## src/verilog/txdma_pkg.sv

```systemverilog
// Purpose : Shared constants for the transmit descriptor DMA
// Assumes : 32-bit AXI4-Lite register bus, 32-bit descriptor memory
// Notes   : Descriptors are four aligned words
`default_nettype none
package txdma_pkg;
    // ==========================================================
    // Register map (byte addresses)
    localparam int          NCH          = 2;
    localparam logic [7:0]  HEAD_PTR0    = 8'h00;
    localparam logic [7:0]  HEAD_PTR1    = 8'h04;
    localparam logic [7:0]  COMPL_PTR0   = 8'h10;
    localparam logic [7:0]  COMPL_PTR1   = 8'h14;
    localparam logic [7:0]  DMA_STATUS   = 8'h20;
    localparam logic [31:0] PTR_RESET    = 32'h0000_0000;
    localparam logic [1:0]  RESP_OKAY    = 2'h0;
    localparam logic [1:0]  RESP_SLVERR  = 2'h2;
    // ==========================================================
    // Descriptor layout
    localparam logic [3:0]  W3_OFFSET    = 4'hC;
    localparam int          SOP_BIT      = 31;
    localparam int          EOP_BIT      = 30;
    localparam int          OWN_BIT      = 29;
    localparam int          EOQ_BIT      = 28;
    localparam int          SHUT_BIT     = 27;
    localparam int          KEEPCRC_BIT  = 26;
    localparam int          OFFS_LSB     = 16;
    localparam int          LEN_LSB      = 0;
    localparam int          FIELD_W      = 16;
    localparam int          STREAM_W     = 33;
    // ==========================================================
    // Sequencer states
    typedef enum logic [2:0] {
        S_IDLE = 3'h0,
        S_DESC = 3'h1,
        S_BUF  = 3'h2,
        S_PUSH = 3'h3,
        S_FEND = 3'h4,
        S_EOQ  = 3'h5,
        S_SOP  = 3'h6,
        S_DONE = 3'h7
    } seq_e;
endpackage : txdma_pkg
`default_nettype wire

```

## src/verilog/txdma_stream_if.sv

```systemverilog
// Purpose : Valid/ready word stream between the sequencer and the buffer
// Assumes : Single clock
// Notes   : Payload is last flag over a 32-bit word
`default_nettype none
interface txdma_stream_if;
    import txdma_pkg::*;
    logic [STREAM_W-1:0] payload;
    logic                valid;
    logic                ready;
    modport src (output payload, output valid, input ready);
    modport snk (input payload, input valid, output ready);
endinterface : txdma_stream_if
`default_nettype wire

```

## src/verilog/txdma_skid2.sv

```systemverilog
// Purpose : Two-entry buffer in the transmit data path
// Assumes : Single clock, asynchronous active-low reset
// Notes   : Input ready depends only on occupancy, so no comb loop
`default_nettype none
module txdma_skid2 import txdma_pkg::*; (
    input  wire logic                MCLK,
    input  wire logic                RST_B,
    txdma_stream_if.snk              in_s,
    output var  logic [STREAM_W-1:0] out_payload,
    output var  logic                out_valid,
    input  wire logic                out_ready
);
    logic [STREAM_W-1:0] mem [2];
    logic                rd_ptr;
    logic                wr_ptr;
    logic [1:0]          count;
    logic                push;
    logic                pop;

    // ==========================================================
    // Handshakes
    assign in_s.ready  = (count != 2'h2);
    assign out_valid   = (count != 2'h0);
    assign out_payload = mem[rd_ptr];
    assign push        = in_s.valid && in_s.ready;
    assign pop         = out_valid && out_ready;

    // Storage has no reset; count guards reads
    always_ff @(posedge MCLK) begin
        if (push) begin
            mem[wr_ptr] <= in_s.payload;
        end
    end

    // Pointers and occupancy
    always_ff @(posedge MCLK or negedge RST_B) begin
        if (!RST_B) begin
            rd_ptr <= 1'b0;
            wr_ptr <= 1'b0;
            count  <= 2'h0;
        end else begin
            if (push) begin
                wr_ptr <= ~wr_ptr;
            end
            if (pop) begin
                rd_ptr <= ~rd_ptr;
            end
            count <= count + {1'b0, push} - {1'b0, pop};
        end
    end
endmodule : txdma_skid2
`default_nettype wire

```

## src/verilog/txdma_top.sv

```systemverilog
// Purpose : Transmit descriptor DMA for the switch host port
// Assumes : MCLK 250 MHz, memory port answers each request with MEM_ACK
// Notes   : Channels are served one whole queue at a time, lowest index first
//
// How it works
// - A nonzero head pointer write starts that channel's transmission.
// - Engine follows links, sending packets until the queue is empty.
// - After a packet, owns flag is cleared in its first descriptor.
// - After a packet, the last descriptor address goes to the completion pointer.
// - Queue's last packet gets end-of-queue set in its last descriptor.
// - Interrupt stays high while host and engine completion addresses differ.
// - Word 3 holds start bit 31, end bit 30, owns bit 29, then the rest.
`default_nettype none
module txdma_top import txdma_pkg::*; (
    input  wire logic        MCLK,
    input  wire logic        RST_B,
    // AXI4-Lite register slave
    input  wire logic [7:0]  S_AXI_AWADDR,
    input  wire logic        S_AXI_AWVALID,
    output logic             S_AXI_AWREADY,
    input  wire logic [31:0] S_AXI_WDATA,
    input  wire logic [3:0]  S_AXI_WSTRB,
    input  wire logic        S_AXI_WVALID,
    output logic             S_AXI_WREADY,
    output logic [1:0]       S_AXI_BRESP,
    output logic             S_AXI_BVALID,
    input  wire logic        S_AXI_BREADY,
    input  wire logic [7:0]  S_AXI_ARADDR,
    input  wire logic        S_AXI_ARVALID,
    output logic             S_AXI_ARREADY,
    output logic [31:0]      S_AXI_RDATA,
    output logic [1:0]       S_AXI_RRESP,
    output logic             S_AXI_RVALID,
    input  wire logic        S_AXI_RREADY,
    // Descriptor and buffer memory
    output logic             MEM_REQ,
    output logic             MEM_WE,
    output logic [31:0]      MEM_ADDR,
    output logic [31:0]      MEM_WDATA,
    input  wire logic        MEM_ACK,
    input  wire logic [31:0] MEM_RDATA,
    // Transmit word stream
    output logic [31:0]      TX_DATA,
    output logic             TX_LAST,
    output logic             TX_VALID,
    input  wire logic        TX_READY,
    // Completion interrupt
    output logic             TX_INT
);
    logic [31:0]      head [NCH];
    logic [31:0]      dev_cp [NCH];
    logic [31:0]      host_cp [NCH];
    logic [31:0]      desc [4];
    logic [31:0]      cur;
    logic [31:0]      sop_addr;
    logic [31:0]      sop_w3;
    logic [31:0]      baddr;
    logic [31:0]      hold;
    logic [FIELD_W-1:0] words_left;
    logic [1:0]       wi;
    logic             ch;
    seq_e             state;
    logic [7:0]       aw_addr;
    logic [31:0]      w_data;
    logic             aw_full;
    logic             w_full;
    logic             do_write;
    logic [NCH-1:0]   pend;
    logic [STREAM_W-1:0] tx_payload;
    txdma_stream_if   push_s ();

    // Map a byte address to a pointer slot; bit 2 = channel
    function automatic logic is_ptr(input logic [7:0] a, input logic [7:0] base);
        return (a == base) || (a == base + 8'h04);
    endfunction : is_ptr

    // ==========================================================
    // AXI4-Lite write channel: address and data taken in any order
    assign S_AXI_AWREADY = !aw_full;
    assign S_AXI_WREADY  = !w_full;
    assign do_write      = aw_full && w_full && !S_AXI_BVALID;

    always_ff @(posedge MCLK or negedge RST_B) begin
        if (!RST_B) begin
            aw_full      <= 1'b0;
            w_full       <= 1'b0;
            aw_addr      <= 8'h00;
            w_data       <= 32'h0000_0000;
            S_AXI_BVALID <= 1'b0;
            S_AXI_BRESP  <= RESP_OKAY;
        end else begin
            if (S_AXI_AWVALID && !aw_full) begin
                aw_addr <= S_AXI_AWADDR;
                aw_full <= 1'b1;
            end
            if (S_AXI_WVALID && !w_full) begin
                w_data <= S_AXI_WDATA;
                w_full <= 1'b1;
            end
            if (do_write) begin
                aw_full      <= 1'b0;
                w_full       <= 1'b0;
                S_AXI_BVALID <= 1'b1;
                S_AXI_BRESP  <= (is_ptr(aw_addr, HEAD_PTR0) || is_ptr(aw_addr, COMPL_PTR0))
                                ? RESP_OKAY : RESP_SLVERR;
            end else if (S_AXI_BREADY) begin
                S_AXI_BVALID <= 1'b0;
            end
        end
    end

    // Read channel; one outstanding read, answer one cycle after address
    assign S_AXI_ARREADY = !S_AXI_RVALID;

    always_ff @(posedge MCLK or negedge RST_B) begin
        if (!RST_B) begin
            S_AXI_RVALID <= 1'b0;
            S_AXI_RDATA  <= 32'h0000_0000;
            S_AXI_RRESP  <= RESP_OKAY;
        end else if (S_AXI_ARVALID && !S_AXI_RVALID) begin
            S_AXI_RVALID <= 1'b1;
            S_AXI_RRESP  <= RESP_OKAY;
            if (is_ptr(S_AXI_ARADDR, HEAD_PTR0)) begin
                S_AXI_RDATA <= head[S_AXI_ARADDR[2]];
            end else if (is_ptr(S_AXI_ARADDR, COMPL_PTR0)) begin
                S_AXI_RDATA <= dev_cp[S_AXI_ARADDR[2]];
            end else if (S_AXI_ARADDR == DMA_STATUS) begin
                // Busy in bit 0, per-channel interrupt pending above
                S_AXI_RDATA <= {29'h0, dev_cp[1] != host_cp[1], dev_cp[0] != host_cp[0],
                                state != S_IDLE};
            end else begin
                S_AXI_RDATA <= 32'h0000_0000;
                S_AXI_RRESP <= RESP_SLVERR;
            end
        end else if (S_AXI_RREADY) begin
            S_AXI_RVALID <= 1'b0;
        end
    end

    // ==========================================================
    // Host side of the completion handshake; host write is the acknowledge
    always_ff @(posedge MCLK or negedge RST_B) begin
        if (!RST_B) begin
            host_cp <= '{default: PTR_RESET};
        end else if (do_write && is_ptr(aw_addr, COMPL_PTR0)) begin
            host_cp[aw_addr[2]] <= w_data;
        end
    end

    // Interrupt follows the mismatch, no sticky state
    assign TX_INT = (dev_cp[0] != host_cp[0]) || (dev_cp[1] != host_cp[1]);

    // ==========================================================
    // Head pointers: software loads, engine advances along the links
    always_ff @(posedge MCLK or negedge RST_B) begin
        if (!RST_B) begin
            head <= '{default: PTR_RESET};
        end else if (do_write && is_ptr(aw_addr, HEAD_PTR0)) begin
            head[aw_addr[2]] <= w_data;
        end else if (state == S_DONE) begin
            head[ch] <= desc[0];
        end else if (state == S_FEND && !desc[3][EOP_BIT] && desc[0] == PTR_RESET) begin
            head[ch] <= PTR_RESET; // Broken chain ends the queue
        end
    end

    assign pend = {head[1] != PTR_RESET, head[0] != PTR_RESET};

    // ==========================================================
    // Memory request, held until MEM_ACK
    always_comb begin
        MEM_REQ   = 1'b0;
        MEM_WE    = 1'b0;
        MEM_ADDR  = cur + {28'h0, wi, 2'h0};
        MEM_WDATA = 32'h0000_0000;
        case (state)
            S_DESC: begin
                MEM_REQ = 1'b1;
            end
            S_BUF: begin
                MEM_REQ  = 1'b1;
                MEM_ADDR = baddr;
            end
            S_EOQ: begin
                // Single-descriptor packet: release hw_owns_descriptor in the same write
                MEM_REQ   = 1'b1;
                MEM_WE    = 1'b1;
                MEM_ADDR  = cur + {28'h0, W3_OFFSET};
                MEM_WDATA = desc[3] | (32'h1 << EOQ_BIT);
                if (cur == sop_addr) begin
                    MEM_WDATA[OWN_BIT] = 1'b0;
                end
            end
            S_SOP: begin
                MEM_REQ   = 1'b1;
                MEM_WE    = 1'b1;
                MEM_ADDR  = sop_addr + {28'h0, W3_OFFSET};
                MEM_WDATA = sop_w3 & ~(32'h1 << OWN_BIT);
            end
            default: begin
                MEM_REQ = 1'b0;
            end
        endcase
    end

    // ==========================================================
    // Sequencer: fetch descriptor, stream buffer, write back, complete
    assign push_s.valid   = (state == S_PUSH);
    assign push_s.payload = {desc[3][EOP_BIT] && words_left == '0, hold};

    always_ff @(posedge MCLK or negedge RST_B) begin
        if (!RST_B) begin
            state      <= S_IDLE;
            ch         <= 1'b0;
            cur        <= PTR_RESET;
            wi         <= 2'h0;
            desc       <= '{default: 32'h0};
            sop_addr   <= PTR_RESET;
            sop_w3     <= 32'h0;
            baddr      <= 32'h0;
            hold       <= 32'h0;
            words_left <= '0;
            dev_cp     <= '{default: PTR_RESET};
        end else begin
            case (state)
                S_IDLE: begin
                    if (pend != '0) begin
                        ch    <= !pend[0];
                        cur   <= pend[0] ? head[0] : head[1];
                        wi    <= 2'h0;
                        state <= S_DESC;
                    end
                end
                S_DESC: begin
                    if (MEM_ACK) begin
                        desc[wi] <= MEM_RDATA;
                        wi       <= wi + 2'h1;
                        if (wi == 2'h3) begin
                            if (MEM_RDATA[SOP_BIT]) begin
                                sop_addr <= cur;
                                sop_w3   <= MEM_RDATA;
                            end
                            baddr      <= desc[1] + {16'h0, desc[2][OFFS_LSB +: FIELD_W]};
                            words_left <= FIELD_W'((32'(desc[2][LEN_LSB +: FIELD_W]) + 32'd3) >> 2);
                            state      <= (desc[2][LEN_LSB +: FIELD_W] == '0) ? S_FEND : S_BUF;
                        end
                    end
                end
                S_BUF: begin
                    if (MEM_ACK) begin
                        hold       <= MEM_RDATA;
                        baddr      <= baddr + 32'h4;
                        words_left <= words_left - FIELD_W'(1);
                        state      <= S_PUSH;
                    end
                end
                S_PUSH: begin
                    // Buffer full stalls here, nothing is dropped
                    if (push_s.ready) begin
                        state <= (words_left == '0) ? S_FEND : S_BUF;
                    end
                end
                S_FEND: begin
                    wi <= 2'h0;
                    if (desc[3][EOP_BIT]) begin
                        state <= (desc[0] == PTR_RESET) ? S_EOQ : S_SOP;
                    end else if (desc[0] == PTR_RESET) begin
                        state <= S_IDLE;
                    end else begin
                        cur   <= desc[0];
                        state <= S_DESC;
                    end
                end
                S_EOQ: begin
                    if (MEM_ACK) begin
                        state <= (cur == sop_addr) ? S_DONE : S_SOP;
                    end
                end
                S_SOP: begin
                    if (MEM_ACK) begin
                        state <= S_DONE;
                    end
                end
                S_DONE: begin
                    dev_cp[ch] <= cur;
                    cur        <= desc[0];
                    wi         <= 2'h0;
                    state      <= (desc[0] == PTR_RESET) ? S_IDLE : S_DESC;
                end
                default: begin
                    state <= S_IDLE;
                end
            endcase
        end
    end

    // ==========================================================
    // Output buffer so a stalled receiver loses no word
    txdma_skid2 u_skid (
        .MCLK        (MCLK),
        .RST_B       (RST_B),
        .in_s        (push_s),
        .out_payload (tx_payload),
        .out_valid   (TX_VALID),
        .out_ready   (TX_READY)
    );

    assign TX_DATA = tx_payload[31:0];
    assign TX_LAST = tx_payload[32];
endmodule : txdma_top
`default_nettype wire
```

## config.mk

```make
export PLATFORM = sky130hd
export DESIGN_NAME = txdma_top
export DESIGN_NICKNAME = d
export VERILOG_FILES = /design/src/verilog/txdma_pkg.sv /design/src/verilog/txdma_stream_if.sv /design/src/verilog/txdma_skid2.sv /design/src/verilog/txdma_top.sv
export SDC_FILE = /design/constraint.sdc
export NUM_CORES = 1
export LEC_CHECK = 0
export ABC_AREA = 0
export BUFFER_PORTS_ARGS = -buffer_cell sky130_fd_sc_hd__buf_2
export CORE_ASPECT_RATIO = 0.6
export CORE_MARGIN = 5
export CORE_UTILIZATION = 45
export DETAILED_ROUTE_END_ITERATION = 10
export HOLD_SLACK_MARGIN = 0.08
export PLACE_DENSITY = 0.65
export SETUP_SLACK_MARGIN = 0.2
export SLEW_MARGIN = 10
export SYNTH_ARGS = -nofsm -noshare
export SYNTH_HDL_FRONTEND = slang
export SYNTH_SLANG_ARGS = --single-unit
```

## constraint.sdc

```tcl
create_clock -name MCLK -period 5.05 [get_ports MCLK]
set_input_delay 1.01 -clock MCLK [delete_from_list [all_inputs] [get_ports MCLK]]
set_output_delay 1.01 -clock MCLK [all_outputs]
set_load 0.005 [all_outputs]
```

==> results.md <==
* Power Internal at 13.3 mW
* Met1 usage at 0.415
* Drt total wl at around 110 mm
* WL/cell at around 26 um
* Top Usage Layer GRT: met1
* Final period util at 0.932
* Post-DRT Antenna Nets at 0
* Yosys top cell by area: dfrtp_1
* Vias per cell at 6.21
* Largest net degree at the start of global routing at 111
* Sw Pwr at 8.44 mW
* Vert. Die Dim at 219 um
* Die width at 358 um
* Layout Area Growth over Synthesis at 13.1%
* CTS max path bufs at 3
* Area contributors post-synth: dfrtp_1 (45%), mux2_2 (14%), edfxtp_1 (6.1%)
* Headroom to the max-slew limit at 0.106
* Gate power share at 0.352
* Die Footprint at 78,200 um2
* Share of cells above drive strength 1 at 0.301
* Starting density of the core at 0.455
* Crit. End Element: output port
* Worst clock skew at 30.5 ps
* Core area at 71,800 um2
* Clk root buf: clkbuf_16
* Syn Area/Cell at 11.5 um2
* Final slew viol count at 0
* Minimum clock period at between 4000 and 5000 ps
* EDFF count, synth at 66
* Final hold slack at between 400 and 500 ps
* Commonest non-fill, non-tap cell in the layout: dfrtp_1
* Peak supply drop at 0.000398 V
* Top FF cell, synth: dfrtp_1
* Clock power share at 0.220
* Io pins at 235
* Actual slew at the worst max-slew pin at about 1300 ps
* H-tree levels at 2
* Post-place instance area at 34,800 um2
* # port buffers at 228
* Rows at 76
* Seq/Total Area, Yosys at 0.507
* Crit Path Class: reg2out
* First-pass GRT wire length at 160 mm
* Library cells used by synthesis at 90
* Mapped cell area at 32,600 um2
* Sw Ratio at 0.389
* Met3 Track Usage GR at 0.0729
* GR Layer Usage met2 at 0.375
* Synth warn at 0
* Total GRT Usage at 0.270
* Most frequent cells in the layout: dfrtp_1 (580), mux2_2 (414), nand2_1 (314)
* Worst path required time at 4040 ps
* Top-area cell type share of the netlist area at 0.446
* Final setup TNS at 0 ps
* Fmax at about 0.21 GHz
* Endpoints failing hold at 0
* GR Overflow Total at 0
* Fin area at 36,900 um2
* Cts bufs inserted at 60
* DP HPWL at roughly 76 mm
* Routability cong. at between 0.9 and 1
* Crit path max fanout at 9
* Vias in the first global route at 24,688
* Initial antenna violation count at 14
* Final setup fails at 0
* RSZ-0062 raised after global routing: yes
* Synthesis-stage register bit count at 648
* CTS tree: built
* Syn Inst Count at 2,844
* Hold Path Class: in2async
* PwrDens at 588 nW/um2
* DR DRC count at 0
* Worst Setup Start Kind: flop
* Pre-Repair DR Iteration Count at 8
* Ys async rst share at 0.898
* Nets at 3,134
* Leakage at 17.0 nW
* Detailed-route via count at 25,034
* Clk pin slew, worst setup/hold paths at 70 ps
* Drt first-iter violations at 3,144
* Flop pwr share at 0.428
* Clk Latency, worst-skew pair at 660 ps
* Outcome: finished, final reports clean
* Max-capacitance violation count at 0
* CP Data Arrival Time at between 3000 and 4000 ps
* Clock sinks at 648
* Non-filler instance count after layout at 4,034
* Placed cell count at about 4,000
* Fin util at 0.514
critical path, stage by stage, from the launching register on:
cell and delay [ps]:
dfrtp_2 450, ha_1 190, inv_1 50, fa_1 460, nand4b_1 330, or2_4 370
nor3_1 240, nand4_1 140, xnor2_1 160, a22oi_1 200, o221ai_1 240, buf_2 190
kinds of logic after synthesis:
group	after synthesis	share of synthesized area
AOI/OAI and AO/OA	553	0.120
xor gates and xnor gates	197	0.0529
adders and majority gates	34	0.0135
buffers and inverters	265	0.0348
DFF	648	0.507
muxes	464	0.170
other	1	0.000115
and+or+nand+nor	682	0.101
final cells by class:
class,count,area (um2)
Fill cell,6278,34900
Sequential cell,648,16500
Multi-Input combinational cell,1932,15100
Clock buffer,84,1730
Timing Repair Buffer,288,1670
Tap cell,975,1220
Clock inverter,27,329
Inverter,77,289
Antenna cell,3,7.51
cell usage after synthesis, types with 5 or more instances:
| cell type | n |
|---|---|
| or4_1 | 5 |
| xnor2_1 | 54 |
| buf_4 | 6 |
| a31oi_1 | 9 |
| a21o_1 | 10 |
| mux2i_1 | 18 |
| mux4_2 | 32 |
| a22oi_1 | 24 |
| and2_1 | 10 |
| dfrtp_1 | 582 |
| inv_1 | 76 |
| a211oi_1 | 16 |
| and3_1 | 18 |
| buf_6 | 7 |
| clkbuf_1 | 100 |
| edfxtp_1 | 66 |
| nor2b_1 | 9 |
| nand3_1 | 41 |
| mux2_2 | 414 |
| nor2_1 | 89 |
| nor4_1 | 63 |
| nand2_1 | 316 |
| o221ai_1 | 13 |
| buf_2 | 52 |
| nand4_1 | 47 |
| o211ai_1 | 7 |
| a222oi_1 | 37 |
| xor2_1 | 143 |
| o21a_1 | 13 |
| buf_1 | 23 |
| a221oi_1 | 7 |
| nand2b_1 | 6 |
| o221a_2 | 32 |
| ha_1 | 32 |
| a21oi_1 | 95 |
| or3_1 | 8 |
| nor3_1 | 35 |
| and4_1 | 7 |
| o21ai_0 | 162 |
| o21ai_1 | 10 |
| o22ai_1 | 12 |
| a22o_1 | 30 |
| a221o_1 | 33 |
stage by stage:
| step | power, mW | setup WS (ps) |
|---|---|---|
| finish | 21.7 | 346 |
| floorplan | 13.7 | 701 |
| global placement | 16.5 | 538 |
| CTS | 21.6 | 209 |
| detailed placement | 16.8 | 440 |
| global route | 22.8 | 193 |
what timing repair did:
action	CTS	global route
buffers inserted	0	4
resized for setup	7	8
hold buffers	0	0
setup endpoints to repair	15	15
sequential cells by signal (all words and copies together), names as in the netlist, 2 cells and up:
name and flops:
words_left 16, u_skid.count 2, cur 32, baddr 32, aw_addr 8, u_skid.mem 66, sop_addr 32, S_AXI_RDATA 32
hold 32, dev_cp 64, sop_w3 31, head 64, host_cp 64, state 3, wi 2, desc 127
w_data 32
power groups by stage:
stage          registers (mW)  logic [mW]  clock network, mW
3_5_place_dp             9.30        7.48                  0
4_1_cts                  9.21        7.52               4.85
6_report                 9.29        7.64               4.76
2_1_floorplan            8.42        5.25                  0
3_3_place_gp             9.18        7.29                  0
5_1_grt                  9.51        8.26               5.07
worst paths after layout:
| path | startpoint | endpoint | slack [ps] | depth (start not counted) |
|---|---|---|---|---|
| worst max-delay path | cur[2]$_DFFE_PN0P_ | MEM_ADDR[22] | 350 | 11 |
| worst max register to register | state[0]$_DFFE_PN0P_ | baddr[26]$_DFFE_PN0P_ | 1220 | 11 |
| worst min register to register | hold[14]$_DFFE_PN0P_ | u_skid.mem[1][14]$_DFFE_PP_ | 460 | 0 |
| max in group asynchronous | RST_B | baddr[4]$_DFFE_PN0P_ | 3450 | 2 |
| worst min-delay path | RST_B | S_AXI_RDATA[28]$_DFFE_PN0P_ | 410 | 1 |
| min in group MCLK | hold[14]$_DFFE_PN0P_ | u_skid.mem[1][14]$_DFFE_PP_ | 460 | 0 |
routing by layer:
layer / up-vias / part of all wire
li1: 10773 / -
met1: 12769 / 0.45
met2: 1315 / 0.41
met3: 177 / 0.11
met4: 0 / 0.026
met5: - / 0
Power figures use the tool's default switching activity.
